==> config.mk <==
export PLATFORM = sky130hd
export DESIGN_NAME = udec_bidirectional_counter
export DESIGN_NICKNAME = d
export VERILOG_FILES = /design/src/rtl/udc_bidirectional_counter.v
export VERILOG_INCLUDE_DIRS = /design/src /design/src/pkg
export SDC_FILE = /design/constraint.sdc
export NUM_CORES = 1
export LEC_CHECK = 0
export BUFFER_PORTS_ARGS = -buffer_cell sky130_fd_sc_hd__buf_2
export CORE_MARGIN = 4
export CORE_UTILIZATION = 51
export CTS_BUF_LIST = sky130_fd_sc_hd__clkbuf_8 sky130_fd_sc_hd__clkbuf_16
export DETAILED_ROUTE_END_ITERATION = 6
export HOLD_SLACK_MARGIN = 0.02
export PLACE_DENSITY = 0.82
export SETUP_SLACK_MARGIN = 0.15
export SLEW_MARGIN = 20
export SYNTH_ARGS = -nofsm -noshare
export SYNTH_HDL_FRONTEND = slang
export SYNTH_SLANG_ARGS = --single-unit
==> constraint.sdc <==
create_clock -name clk -period 5 [get_ports clk]
set_input_delay 0.75 -clock clk [delete_from_list [all_inputs] [get_ports clk]]
set_output_delay 0.75 -clock clk [all_outputs]
set_load 0.02 [all_outputs]
==> src/pkg/udc_defines.vh <==
`ifndef UDEC_DEFINES_VH
`define UDEC_DEFINES_VH

// Count range: eight BCD digits, zero to all nines.
`define UDEC_COUNT_MAX     32'h9999_9999
`define UDEC_COUNT_ZERO    32'h0000_0000
// Reset value of each word image of the count.
`define UDEC_WORD_ZERO     16'h0000
// Offset between a counter slot number and its current-value word address.
// Word addresses are octal, so the offset of 1000 is octal 1000.
`define UDEC_VALUE_OFFSET  16'h0200
// Each bidirectional counter spans two adjacent counter slots.
`define UDEC_SLOT_SPAN     16'h0002
// Preset source selections.
`define UDEC_SRC_CONST     2'h0
`define UDEC_SRC_WORDS     2'h1
`define UDEC_SRC_POINTER   2'h2

`endif

==> src/rtl/udc_bidirectional_counter.v <==
// Functional notes
// - Count-up rising edge adds one.
// - Count-down rising edge subtracts one.
// - Reset input on forces count to zero.
// - Count stays within zero to 99999999.
// - Count is double word over two slots.
// - Value word address is slot plus 1000.
// - Status on while count at least preset.
// - Preset from constant, word pair, or pointer.
// - Reset also clears the status bit.
`include "udc_defines.vh"

module udec_bidirectional_counter #(
    parameter SLOT_W = 16
) (
    // Clock and reset; one clock edge stands for one scan.
    input  wire              clk,
    input  wire              rst_n,
    // Discrete count inputs from the ladder logic.
    input  wire              count_up,
    input  wire              count_down,
    input  wire              count_reset,
    // Counter identity.
    input  wire [SLOT_W-1:0] counter_slot,
    // Preset selection and sources, all BCD.
    input  wire [1:0]        preset_src,
    input  wire [31:0]       preset_const,
    input  wire [15:0]       preset_word_lo,
    input  wire [15:0]       preset_word_hi,
    input  wire [31:0]       preset_pointed,
    // Results.
    output reg  [31:0]       count_value,
    output reg  [15:0]       value_word_lo,
    output reg  [15:0]       value_word_hi,
    output reg  [SLOT_W-1:0] counter_value_reference,
    output reg  [SLOT_W-1:0] next_free_slot,
    output reg               status
);

    // Input levels seen at the previous scan, for edge detection.
    reg         up_prev;
    reg         down_prev;
    // Next state of the count and of the status, and the chosen preset.
    reg  [31:0] next_count;
    reg         next_status;
    reg  [31:0] preset;
    // Qualified one-scan count requests.
    wire        up_edge;
    wire        down_edge;
    // Count bounds, seen from the current value.
    wire        at_ceiling;
    wire        at_floor;

    // Add a small step to a slot number. The sum is formed wide and
    // then cut to the slot width on purpose: with a narrow slot port
    // the mapping wraps rather than depending on how a tool trims it.
    function [SLOT_W-1:0] slot_add;
        input [SLOT_W-1:0]  slot;
        input [15:0]        step;
        reg   [SLOT_W+15:0] sum;
        begin
            sum      = {16'h0000, slot} + {{SLOT_W{1'b0}}, step};
            slot_add = sum[SLOT_W-1:0];
        end
    endfunction

    // Increment one BCD digit string by one, carrying decimal.
    function [31:0] bcd_inc;
        input [31:0] v;
        integer i;
        reg carry;
        begin
            carry = 1'b1;
            bcd_inc = v;
            for (i = 0; i < 8; i = i + 1) begin
                if (carry) begin
                    if (v[i*4 +: 4] == 4'h9) begin
                        bcd_inc[i*4 +: 4] = 4'h0;
                    end else begin
                        bcd_inc[i*4 +: 4] = v[i*4 +: 4] + 4'h1;
                        carry = 1'b0;
                    end
                end
            end
        end
    endfunction

    // Decrement one BCD digit string by one, borrowing decimal.
    function [31:0] bcd_dec;
        input [31:0] v;
        integer i;
        reg borrow;
        begin
            borrow = 1'b1;
            bcd_dec = v;
            for (i = 0; i < 8; i = i + 1) begin
                if (borrow) begin
                    if (v[i*4 +: 4] == 4'h0) begin
                        bcd_dec[i*4 +: 4] = 4'h9;
                    end else begin
                        bcd_dec[i*4 +: 4] = v[i*4 +: 4] - 4'h1;
                        borrow = 1'b0;
                    end
                end
            end
        end
    endfunction

    // Bound flags for the saturation rule. The count never wraps: an edge
    // that would carry past all nines or borrow below zero is dropped, so
    // a chattering input parks the counter at a bound instead of flipping
    // it to the far end of the range.
    assign at_ceiling = (count_value == `UDEC_COUNT_MAX);
    assign at_floor   = (count_value == `UDEC_COUNT_ZERO);

    // Edges are taken against the previous scan's input levels; an edge
    // only counts while the opposite input is off. Holding one input on
    // therefore blocks the other, which the ladder logic has to respect.
    assign up_edge   = count_up & ~up_prev & ~count_down;
    assign down_edge = count_down & ~down_prev & ~count_up;

    // Preset selection. Packed BCD compares correctly as binary, so no
    // decimal conversion is needed. The pointer path carries only the
    // value that outside logic fetched; the fetch itself is not done here.
    always @* begin
        case (preset_src)
            `UDEC_SRC_CONST: preset = preset_const;
            `UDEC_SRC_WORDS: preset = {preset_word_hi, preset_word_lo};
            `UDEC_SRC_POINTER: preset = preset_pointed;
            // The spare code falls back to the constant.
            default: preset = preset_const;
        endcase
    end

    // Next count: reset dominates, then saturating up or down. Reset acts
    // as a level, so the count stays at zero for as long as it is held.
    always @* begin
        next_count = count_value;
        if (count_reset) begin
            next_count = `UDEC_COUNT_ZERO;
        end else if (up_edge) begin
            if (!at_ceiling) begin
                next_count = bcd_inc(count_value);
            end
        end else if (down_edge) begin
            if (!at_floor) begin
                next_count = bcd_dec(count_value);
            end
        end
    end

    // Next status: compared against the new count, so the flag never lags
    // the value read in the same scan. While reset is held the flag stays
    // off, even when the preset is zero and the compare alone would pass.
    always @* begin
        next_status = 1'b0;
        if (!count_reset) begin
            next_status = (next_count >= preset);
        end
    end

    // Edge history. It resets to the idle level of the inputs, so an input
    // that is already on when reset lifts is seen as a fresh edge.
    always @(posedge clk or negedge rst_n) begin
        if (!rst_n) begin
            up_prev   <= 1'b0;
            down_prev <= 1'b0;
        end else begin
            up_prev   <= count_up;
            down_prev <= count_down;
        end
    end

    // Count register: one update per scan, nothing else writes it.
    // A single register keeps all eight digits coherent.
    always @(posedge clk or negedge rst_n) begin
        if (!rst_n) begin
            count_value <= `UDEC_COUNT_ZERO;
        end else begin
            count_value <= next_count;
        end
    end

    // Word images of the count. They load from the next count rather than
    // from the count register, so both words change in the same scan as
    // the count and a reader never sees a torn pair.
    always @(posedge clk or negedge rst_n) begin
        if (!rst_n) begin
            value_word_lo <= `UDEC_WORD_ZERO;
            value_word_hi <= `UDEC_WORD_ZERO;
        end else begin
            value_word_lo <= next_count[15:0];
            value_word_hi <= next_count[31:16];
        end
    end

    // Slot map. The value word address and the next usable slot follow
    // the slot number one scan late; the slot is expected to stay put
    // while the counter is in use, so the lag does no harm.
    always @(posedge clk or negedge rst_n) begin
        if (!rst_n) begin
            counter_value_reference <= {SLOT_W{1'b0}};
            next_free_slot          <= {SLOT_W{1'b0}};
        end else begin
            counter_value_reference <= slot_add(counter_slot,
                                                `UDEC_VALUE_OFFSET);
            next_free_slot <= slot_add(counter_slot, `UDEC_SLOT_SPAN);
        end
    end

    // Status flag. It is registered here so that the output comes
    // straight from a flop, as the other results do.
    always @(posedge clk or negedge rst_n) begin
        if (!rst_n) begin
            status <= 1'b0;
        end else begin
            status <= next_status;
        end
    end

endmodule // udec_bidirectional_counter

==> metrics.txt, run 1 <==
final cell area excluding filler cells around 7200 um2; syn avg cell area roughly 8.4 um2; root buf cell clkbuf_16; total negative setup slack 0 ns; Reg clk slew, reported paths 0.06 ns; Hold/Removal Path Class input port to flop; Routed wire per std cell 19.0 um; vias in the first global route 5887; Initial Util 0.521; power per cell area ~250 nW/um2; final cell count without fillers 1015; Worst Tran Pin Value about 0.92 ns; DR iter-0 viols around 450; placed insts 1000; Setup Skew 0.00535 ns; vias per cell 6.19; overall power 1.79 mW; drt drc 0; post-DP HPWL roughly 15000 um; area grow syn2layout 20.5%; GRT overflow 0; H-tree lvl count 3; Peak VDD IR 272 uV; post-synthesis sequential area ratio 0.276; Final Max Slew Viols 0; CTS tree built; Port Buffers 215; combinational share of power 0.281; status finished, final reports clean; die height 116 um; Yosys reg bits 66; row cnt 39; antenna violations before repair 0; WP buf/inv 1; Mapped Nets 888; worst slack, placed 0.832 ns; max_slew headroom 0.378; via count roughly 6300; CP cell instances inv_1, ha_1, or3b_1, nor4_4, nand3_2, and3_1, a2111oi_1, ha_1, and4_1, a221o_1, a22oi_1, o21ai_0; Critical Path Start Type flop; Crit Path Category flop to flop; Area after DPL just under 7000 um2; final WL about 19000 um; Flop pwr share 0.334; CTS sink cnt 66; Core Footprint approximately 11000 um2; Critical Path Max Stage Delay 0.59 ns; Post-Syn Area 5980 um2; DRT antenna net count 0; Routability Congestion 0.946; area fraction of the dominant cell type after synthesis 0.276; Commonest cells post-synth 66 x dfrtp_1, 62 x nor2_1, 61 x a21oi_1, 60 x ha_1, 35 x clkbuf_1; largest net degree at the start of global routing 67; met1 wire length 7710 um; # fillers 1012; number of max-cap violations 0; Fin. Hold Viols 0; CTS Buf Count 9; leakage power 3.47 nW; diodes inserted 0; crit path time final 4.10 ns; Die ar. between 10000 and 15000 um2; met3 WL 1930 um; warnings from Yosys 0; hold-fix buffers at CTS 0; area leader, netlist dfrtp_1; Switching Fraction 0.337; deepest clock path buffer count 2; final core utilization 0.628; io pins 216; share of cells above drive strength 1 0.299; slowest cell on the critical path a2111oi_1; DR WL met2 between 9000 and 10000 um; Final nets between 1000 and 1500; Hold Slack between 0.5 and 0.6 ns; first-pass GRT wire length between 30000 and 40000 um; CP endpoint kind flop; DIE WIDTH 116 um; Clk pwr share 0.384; clock latency on the worst-skew pair ~0.35 ns; Fmax achieved between 0.2 and 0.25 GHz; cell mode on critical path ha_1; Post-Synthesis Cells 709; post-CTS setup buffer count 0; CP Max Fanout 10; final setup violation count 0; Post-synth top flop dfrtp_1; 1st-pass router iterations 5; overall routing resource usage 0.287; crit path DAT 4.31 ns; Netlist cell types 70; Req. time, crit path 5.21 ns; Top Layer Used met4; RSZ-0062 raised after global routing no; Psw 0.603 mW; setup ws final 0.899 ns; Tcrit/Tclk final 0.820; delay-heaviest family, CP simple AND/OR/NAND/NOR gates; Internal 1.18 mW; Post-synth EDFFs 0; most common cell in the netlist dfrtp_1; cells resized by post-CTS repair 0; Synth async-reset ratio 1.00; top cells by area, synth dfrtp_1 28%, ha_1 13%, a21oi_1 5.1%
-- layout make-up --
cell class | count | area (um2) | area share
clock buffer | 9 | 225 | 0.0313
clock inverter | 6 | 92.6 | 0.0129
sequential | 66 | 1650 | 0.229
inverter | 29 | 109 | 0.0151
tap | 143 | 179 | 0.0249
timing repair buffer | 225 | 1150 | 0.160
multi-input combinational | 537 | 3790 | 0.527
-- cell families (layout without fill, tap and decap cells) --
kind of cell / after synthesis / after routing / share of synthesized area
AND/OR/NAND/NOR: 240 / 240 / 0.227
AO/OA/AOI/OAI: 208 / 208 / 0.236
buffers and inverters: 106 / 269 / 0.0905
flip-flops: 66 / 66 / 0.276
adder cells (fa/ha/maj): 60 / 60 / 0.126
XOR/XNOR: 20 / 20 / 0.0293
multiplexers: 9 / 9 / 0.0155
-- metal layers --
layer	global-route usage	vias up
met1	0.367	2948
met5	0	-
li1	-	2974
met3	0.0891	43
met4	0.0889	0
met2	0.466	313
-- registers in the layout, indices dropped and copies added (netlist names) --
name                     flops
next_free_slot              16
status                       1
count_value                  1
value_word_lo               15
down_prev                    1
up_prev                      1
counter_value_reference     15
value_word_hi               16
-- final timing paths --
path / slack (ns) / to / cells after the start / start
min in group asynchronous: 0.57 / down_prev$_DFF_PN0_ / 2 / rst_n
max reg2reg: 0.90 / status$_DFF_PN0_ / 12 / value_word_lo[4]$_DFF_PN0_
max: 0.90 / status$_DFF_PN0_ / 12 / value_word_lo[4]$_DFF_PN0_
min reg2reg: 0.69 / value_word_hi[13]$_DFF_PN0_ / 1 / value_word_hi[13]$_DFF_PN0_
max in group asynchronous: 3.85 / value_word_hi[13]$_DFF_PN0_ / 2 / rst_n
min: 0.51 / next_free_slot[0]$_DFF_PN0_ / 1 / counter_slot[0]
-- layout by cell type, fill, tap and decap left out, drive strengths merged, types with 10 or more instances in the layout --
master / instances
buf: 225
nand4: 19
nor4: 12
and3: 15
nand3: 27
nor2: 63
ha: 60
a31oi: 10
dfrtp: 66
nor3b: 12
nand2: 29
a22oi: 34
o21ai: 19
inv: 28
nor3: 18
a21oi: 61
xnor2: 11
a211oi: 11
-- power by group through the flow --
| stage | combinational [mW] | clock, mW | sequential (mW) |
|---|---|---|---|
| 2_1_floorplan | 0.303 | 0 | 0.629 |
| 4_1_cts | 0.497 | 0.696 | 0.597 |
| 3_3_place_gp | 0.488 | 0 | 0.605 |
| 6_report | 0.503 | 0.687 | 0.598 |
| 3_5_place_dp | 0.494 | 0 | 0.606 |
| 5_1_grt | 0.553 | 0.726 | 0.603 |
Note: power is estimated with default switching activity, not from simulation.
==> inputs of run 2 (changes only) <==
clock period = 3.8 ns   (was 5 ns; I/O delays follow)
==> metrics.txt, run 2 (synthesis results as in run 1) <==
status finished, final reports clean; root buf cell clkbuf_16; post-DP HPWL 16100 um; Final Max Slew Viols 0; Hold/Removal Path Class input port to async pin; die height 116 um; CTS tree built; Internal approximately 1.7 mW; GR Layer Usage met1 0.372; Req. time, crit path 4.01 ns; Fin. Hold Viols 0; combinational share of power 0.310; io pins 216; commonest non-fill, non-tap cell in the layout buf_2; CTS sink cnt 66; crit path time final 3.55 ns; biggest regs next_free_slot (16), value_word_hi (16); first-pass GRT wire length approximately 32000 um; Fmax achieved 0.282 GHz; Hold Slack around 0.19 ns; Critical Path Start Type flop; crit path DAT 3.76 ns; commonest non-fill, non-tap cells in the layout 215 x buf_2, 69 x buf_4, 66 x dfrtp_1; diodes inserted 0; final cell area excluding filler cells 7840 um2; M3 GR Usage 0.103; 1st-pass router iterations 6; final cell count without fillers 1074; grt met2 use 0.487; area grow syn2layout 31.2%; Top Usage Layer GRT met2; RSZ-0062 raised after global routing no; Tcrit/Tclk final 0.933; Port Buffers 215; overall routing resource usage 0.301; max_slew headroom 0.590; Area after DPL 7290 um2; Routability Congestion roughly 0.97; row cnt 39; Crit Path Category flop to flop; via count 6637; Die ar. 13500 um2; deepest clock path buffer count 2; share of cells above drive strength 1 0.376; Clk pwr share 0.386; total negative setup slack 0 ns; Final nets 1106; Worst Tran Pin Value 0.613 ns; final WL 21000 um; CTS Buf Count 9; Psw 0.830 mW; placed insts 1054; vias in the first global route 6219; Peak VDD IR 430 uV; Initial Util 0.521; Reg clk slew, reported paths 0.06 ns; clock latency on the worst-skew pair 0.34 ns; DIE WIDTH 116 um; Flop pwr share 0.304; leakage power 3.81 nW; Setup Skew 0.00611 ns; Switching Fraction 0.329; largest net degree at the start of global routing 39; drt drc 0; CP endpoint kind flop; final setup violation count 0; antenna violations before repair 0; H-tree lvl count 3; GRT overflow 0; Routed wire per std cell ~20 um; CP Max Fanout 7; Core Footprint 11500 um2; DR iter-0 viols about 560; DRT antenna net count 0; number of max-cap violations 0; power per cell area around 320 nW/um2; vias per cell 6.18
run 2: layout make-up:
| cell class | instances | area [um2] |
|---|---|---|
| multi-input combinational | 537 | 3970 |
| fill | 911 | 3630 |
| sequential | 66 | 1650 |
| timing repair buffer | 284 | 1590 |
| clock buffer | 9 | 225 |
| tap | 143 | 179 |
| clock inverter | 6 | 115 |
| inverter | 29 | 109 |
run 2: through the flow:
step	util	total power [mW]	worst slack [ns]
floorplan	-	1.23	0.172
global placement	0.635	1.50	0.150
detailed placement	0.635	1.51	0.0135
CTS	0.667	2.49	0.178
global route	0.684	2.64	0.0535
finish	0.684	2.52	0.254
run 2: critical path: stages (launching register included):
cell and delay, ns:
dfrtp_1 0.37, buf_4 0.16, ha_1 0.18, and3b_1 0.20, buf_4 0.17, a211o_4 0.36
or2_2 0.34, a221oi_2 0.25, a311oi_2 0.11, ha_1 0.36, a21oi_1 0.14, o21ai_0 0.10
a221o_1 0.37, a22oi_1 0.17, o21ai_0 0.12
run 2: what timing repair did:
action	in CTS	in global routing
pin swaps	1	5
gates cloned	0	0
gates resized for setup	4	36
hold buffers	0	0
endpoints found under the setup margin	1	1
setup buffers	1	4
run 2: final timing paths:
kind | start | to | slack [ns] | cells past startpoint
max in group asynchronous | rst_n | counter_value_reference[14]$_DFF_PN0_ | 2.85 | 2
worst min register to register | value_word_lo[12]$_DFF_PN0_ | value_word_lo[12]$_DFF_PN0_ | 0.66 | 2
worst min-delay path | rst_n | value_word_lo[5]$_DFF_PN0_ | 0.19 | 1
worst max register to register | value_word_hi[12]$_DFF_PN0_ | status$_DFF_PN0_ | 0.25 | 14
worst max-delay path | value_word_hi[12]$_DFF_PN0_ | status$_DFF_PN0_ | 0.25 | 14
min in group clk | counter_slot[0] | next_free_slot[0]$_DFF_PN0_ | 0.33 | 1
run 2: per-layer routing:
layer,wire length [um],vias to the layer above,part of all wire
met4,685,0,0.033
met5,0,-,0
met1,7780,3084,0.37
li1,-,3085,-
met2,10100,404,0.48
met3,2470,64,0.12
run 2: power by group through the flow:
stage | clock, mW | combinational (mW) | sequential [mW]
after floorplan | 0 | 0.399 | 0.827
final | 0.973 | 0.782 | 0.766
after CTS | 0.984 | 0.740 | 0.765
after global placement | 0 | 0.720 | 0.776
after global routing | 1.02 | 0.848 | 0.772
after detailed placement | 0 | 0.731 | 0.777
==> inputs of run 3 (changes only) <==
ABC_AREA = 1   (was unset)
CORE_UTILIZATION = 52   (was 51)
SLEW_MARGIN = unset   (was 20)
==> metrics.txt, run 3 <==
status finished, final reports clean; DIE WIDTH around 120 um; multiplexer share of the synthesized area 0.00176; Critical Path Start Type flop; Fmax achieved just under 0.3 GHz; Final Max Slew Viols 0; die height 119 um; Initial Util 0.532; DR iter-0 viols about 330; share of cells above drive strength 1 0.305; clock latency on the worst-skew pair 0.34 ns; Hold Path End next_free_slot[0]$_DFF_PN0_; Commonest cells post-synth 187 x nand2_1, 90 x o21ai_0, 74 x inv_1, 67 x nand3_1, 66 x dfrtp_1; post-synthesis compound-gate area fraction 0.180; power per cell area 327 nW/um2; commonest non-fill, non-tap cell in the layout buf_2; area leader, netlist dfrtp_1; Yosys reg bits between 60 and 70; warnings from Yosys 0; WHS Path Cells 1; Setup Skew 0.00983 ns; # fillers 1051; GRT overflow 0; most common cell in the netlist nand2_1; Critical Path Max Stage Delay 0.46 ns; CTS Buf Count 9; Routed wire per std cell around 16 um; Peak VDD IR roughly 340 uV; RSZ-0062 raised after global routing no; WP buf/inv 3; crit path time final 3.42 ns; post-synthesis xor/xnor area fraction 0.0396; final WL 20600 um; combinational share of power 0.331; io pins 216; Final nets between 1000 and 1500; post-DP HPWL roughly 16000 um; area fraction of the dominant cell type after synthesis 0.257; total negative setup slack 0 ns; adder-cell share of the synthesized area 0.117; worst r2r dst status$_DFF_PN0_; main combinational cell family by area after synthesis simple AND/OR/NAND/NOR gates; crit path DAT between 3 and 4 ns; Clk pwr share 0.359; commonest non-fill, non-tap cells in the layout 215 x buf_2, 187 x nand2_1, 89 x o21ai_0; leakage power between 4 and 5 nW; Hold/Removal Path Class input port to flop; Switching Fraction 0.359; Psw approximately 0.93 mW; final setup violation count 0; largest net degree at the start of global routing 43; Tcrit/Tclk final 0.899; delay-heaviest family, CP simple AND/OR/NAND/NOR gates; slowest cell on the critical path dfrtp_1; DRT antenna net count 0; first-pass GRT wire length 32000 um; overall power 2.60 mW; antenna violations before repair 2; Port Buffers 215; area grow syn2layout 23.9%; Die ar. 14200 um2; CP endpoint kind flop; hold-fix buffers at CTS 0; Req. time, crit path a little over 4 ns; Synth async-reset ratio 1.00; number of max-cap violations 0; HP Start counter_slot[0]; post-synthesis sequential area ratio 0.257; max_slew headroom 0.359; Routability Congestion 0.921; Core Footprint ~12000 um2; R2R depth 19; Post-synth EDFFs 0; CTS sink cnt 66; Crit Path Category flop to flop; overall routing resource usage 0.279; 1st-pass router iterations 5; drt drc 0; top cells by area, synth dfrtp_1 26%, ha_1 12%, nand2_1 11%; CP Max Fanout 10; Post-Syn Area 6420 um2; Internal 1.67 mW; r2r setup slk 0.38 ns; root buf cell clkbuf_16; post-synthesis simple-gate area fraction 0.292; syn avg cell area 7.22 um2; vias per cell 5.43; Reg-to-Reg Start value_word_lo[0]$_DFF_PN0_; Post-synth top flop dfrtp_1; Reg clk slew, reported paths approximately 0.060 ns; deepest clock path buffer count 2; vias in the first global route around 6400; CP cell instances inv_1, ha_2, nand3_4, nor2_8, nand4_4, nor2_2, buf_4, nand3_4, o21ai_1, nor2_1, nor2_1, ha_1, a21oi_1, o21ai_0, or2_2, a21oi_1, nand3_1, nand2_1, inv_1; Mapped Nets 1068; via count roughly 6800; Worst Tran Pin Value 0.961 ns; biggest regs next_free_slot (16), value_word_hi (16); H-tree lvl count 3; Post-Synthesis Cells 889; Netlist cell types 39; Fin. Hold Viols 0; row cnt 40; CTS tree built; Flop pwr share 0.310
## run 3: cell types whose count changed after synthesis, moves of 11 or more
cell      previous run  this run
clkbuf_1            35        21
a22oi_1             34         0
nand3_1             26        67
inv_1               28        74
a221o_1              3        32
nand2_1             29       187
and3_1              13         0
xor2_1               9        23
o21ai_0             19        90
inv_2                0        11
## run 3: cell type report
cell class                 count  area (um2)  share of cell area
antenna                        2        5.00            0.000629
clock buffer                  10         239              0.0301
clock inverter                 6        88.8              0.0112
inverter                      86         323              0.0406
multi-input combinational    673        4090               0.514
sequential                    66        1660               0.208
tap                          168         210              0.0264
timing repair buffer         249        1340               0.169
## run 3: layer usage
layer  GRT usage  wire length, um
met1       0.337             8020
met2       0.472            10100
met3      0.0940             2130
met4      0.0833              425
met5           0                0
## run 3: how the worst max path moves through the flow
| stage | start | to | slack (ns) | cells after the start |
|---|---|---|---|---|
| after global routing | value_word_lo[1]$_DFF_PN0_ | status$_DFF_PN0_ | 0.14 | 23 |
| after global placement | value_word_lo[5]$_DFF_PN0_ | status$_DFF_PN0_ | 0.34 | 22 |
| final | value_word_lo[0]$_DFF_PN0_ | status$_DFF_PN0_ | 0.38 | 19 |
| after detailed placement | value_word_lo[5]$_DFF_PN0_ | status$_DFF_PN0_ | 0.23 | 22 |
| after floorplan | value_word_lo[8]$_DFF_PN0_ | status$_DFF_PN0_ | 0.66 | 21 |
| after CTS | value_word_lo[5]$_DFF_PN0_ | status$_DFF_PN0_ | 0.19 | 23 |
## run 3: logic make-up after synthesis
logic type	count (synthesis)
xor+xnor	29
mux	1
simple gates	389
compound gates	194
buf+inv	150
fa+ha+maj	60
flops	66
## run 3: power by group through the flow
stage / sequential, mW / clock, mW / combinational [mW]
3_5_place_dp: 0.817 / 0 / 0.835
2_1_floorplan: 0.856 / 0 / 0.537
3_3_place_gp: 0.815 / 0 / 0.819
6_report: 0.807 / 0.932 / 0.861
5_1_grt: 0.815 / 0.968 / 0.951
4_1_cts: 0.805 / 0.933 / 0.840
## run 3: what timing repair did
item / in CTS / in global routing
gates resized for setup: 0 / 20
setup endpoints to repair: 0 / 1
setup buffers: 0 / 7
## run 3: through the flow
step	cell area [um2]	cells	hold WS, ns	util	worst slack, ns
after floorplan	6420	889	0.274	-	0.663
after global placement	7510	1235	0.610	0.623	0.336
after detailed placement	7510	1235	0.672	0.623	0.230
after CTS	7840	1251	0.334	0.650	0.192
after global routing	7950	1260	0.337	0.659	0.137
final	7950	1260	0.338	0.659	0.385
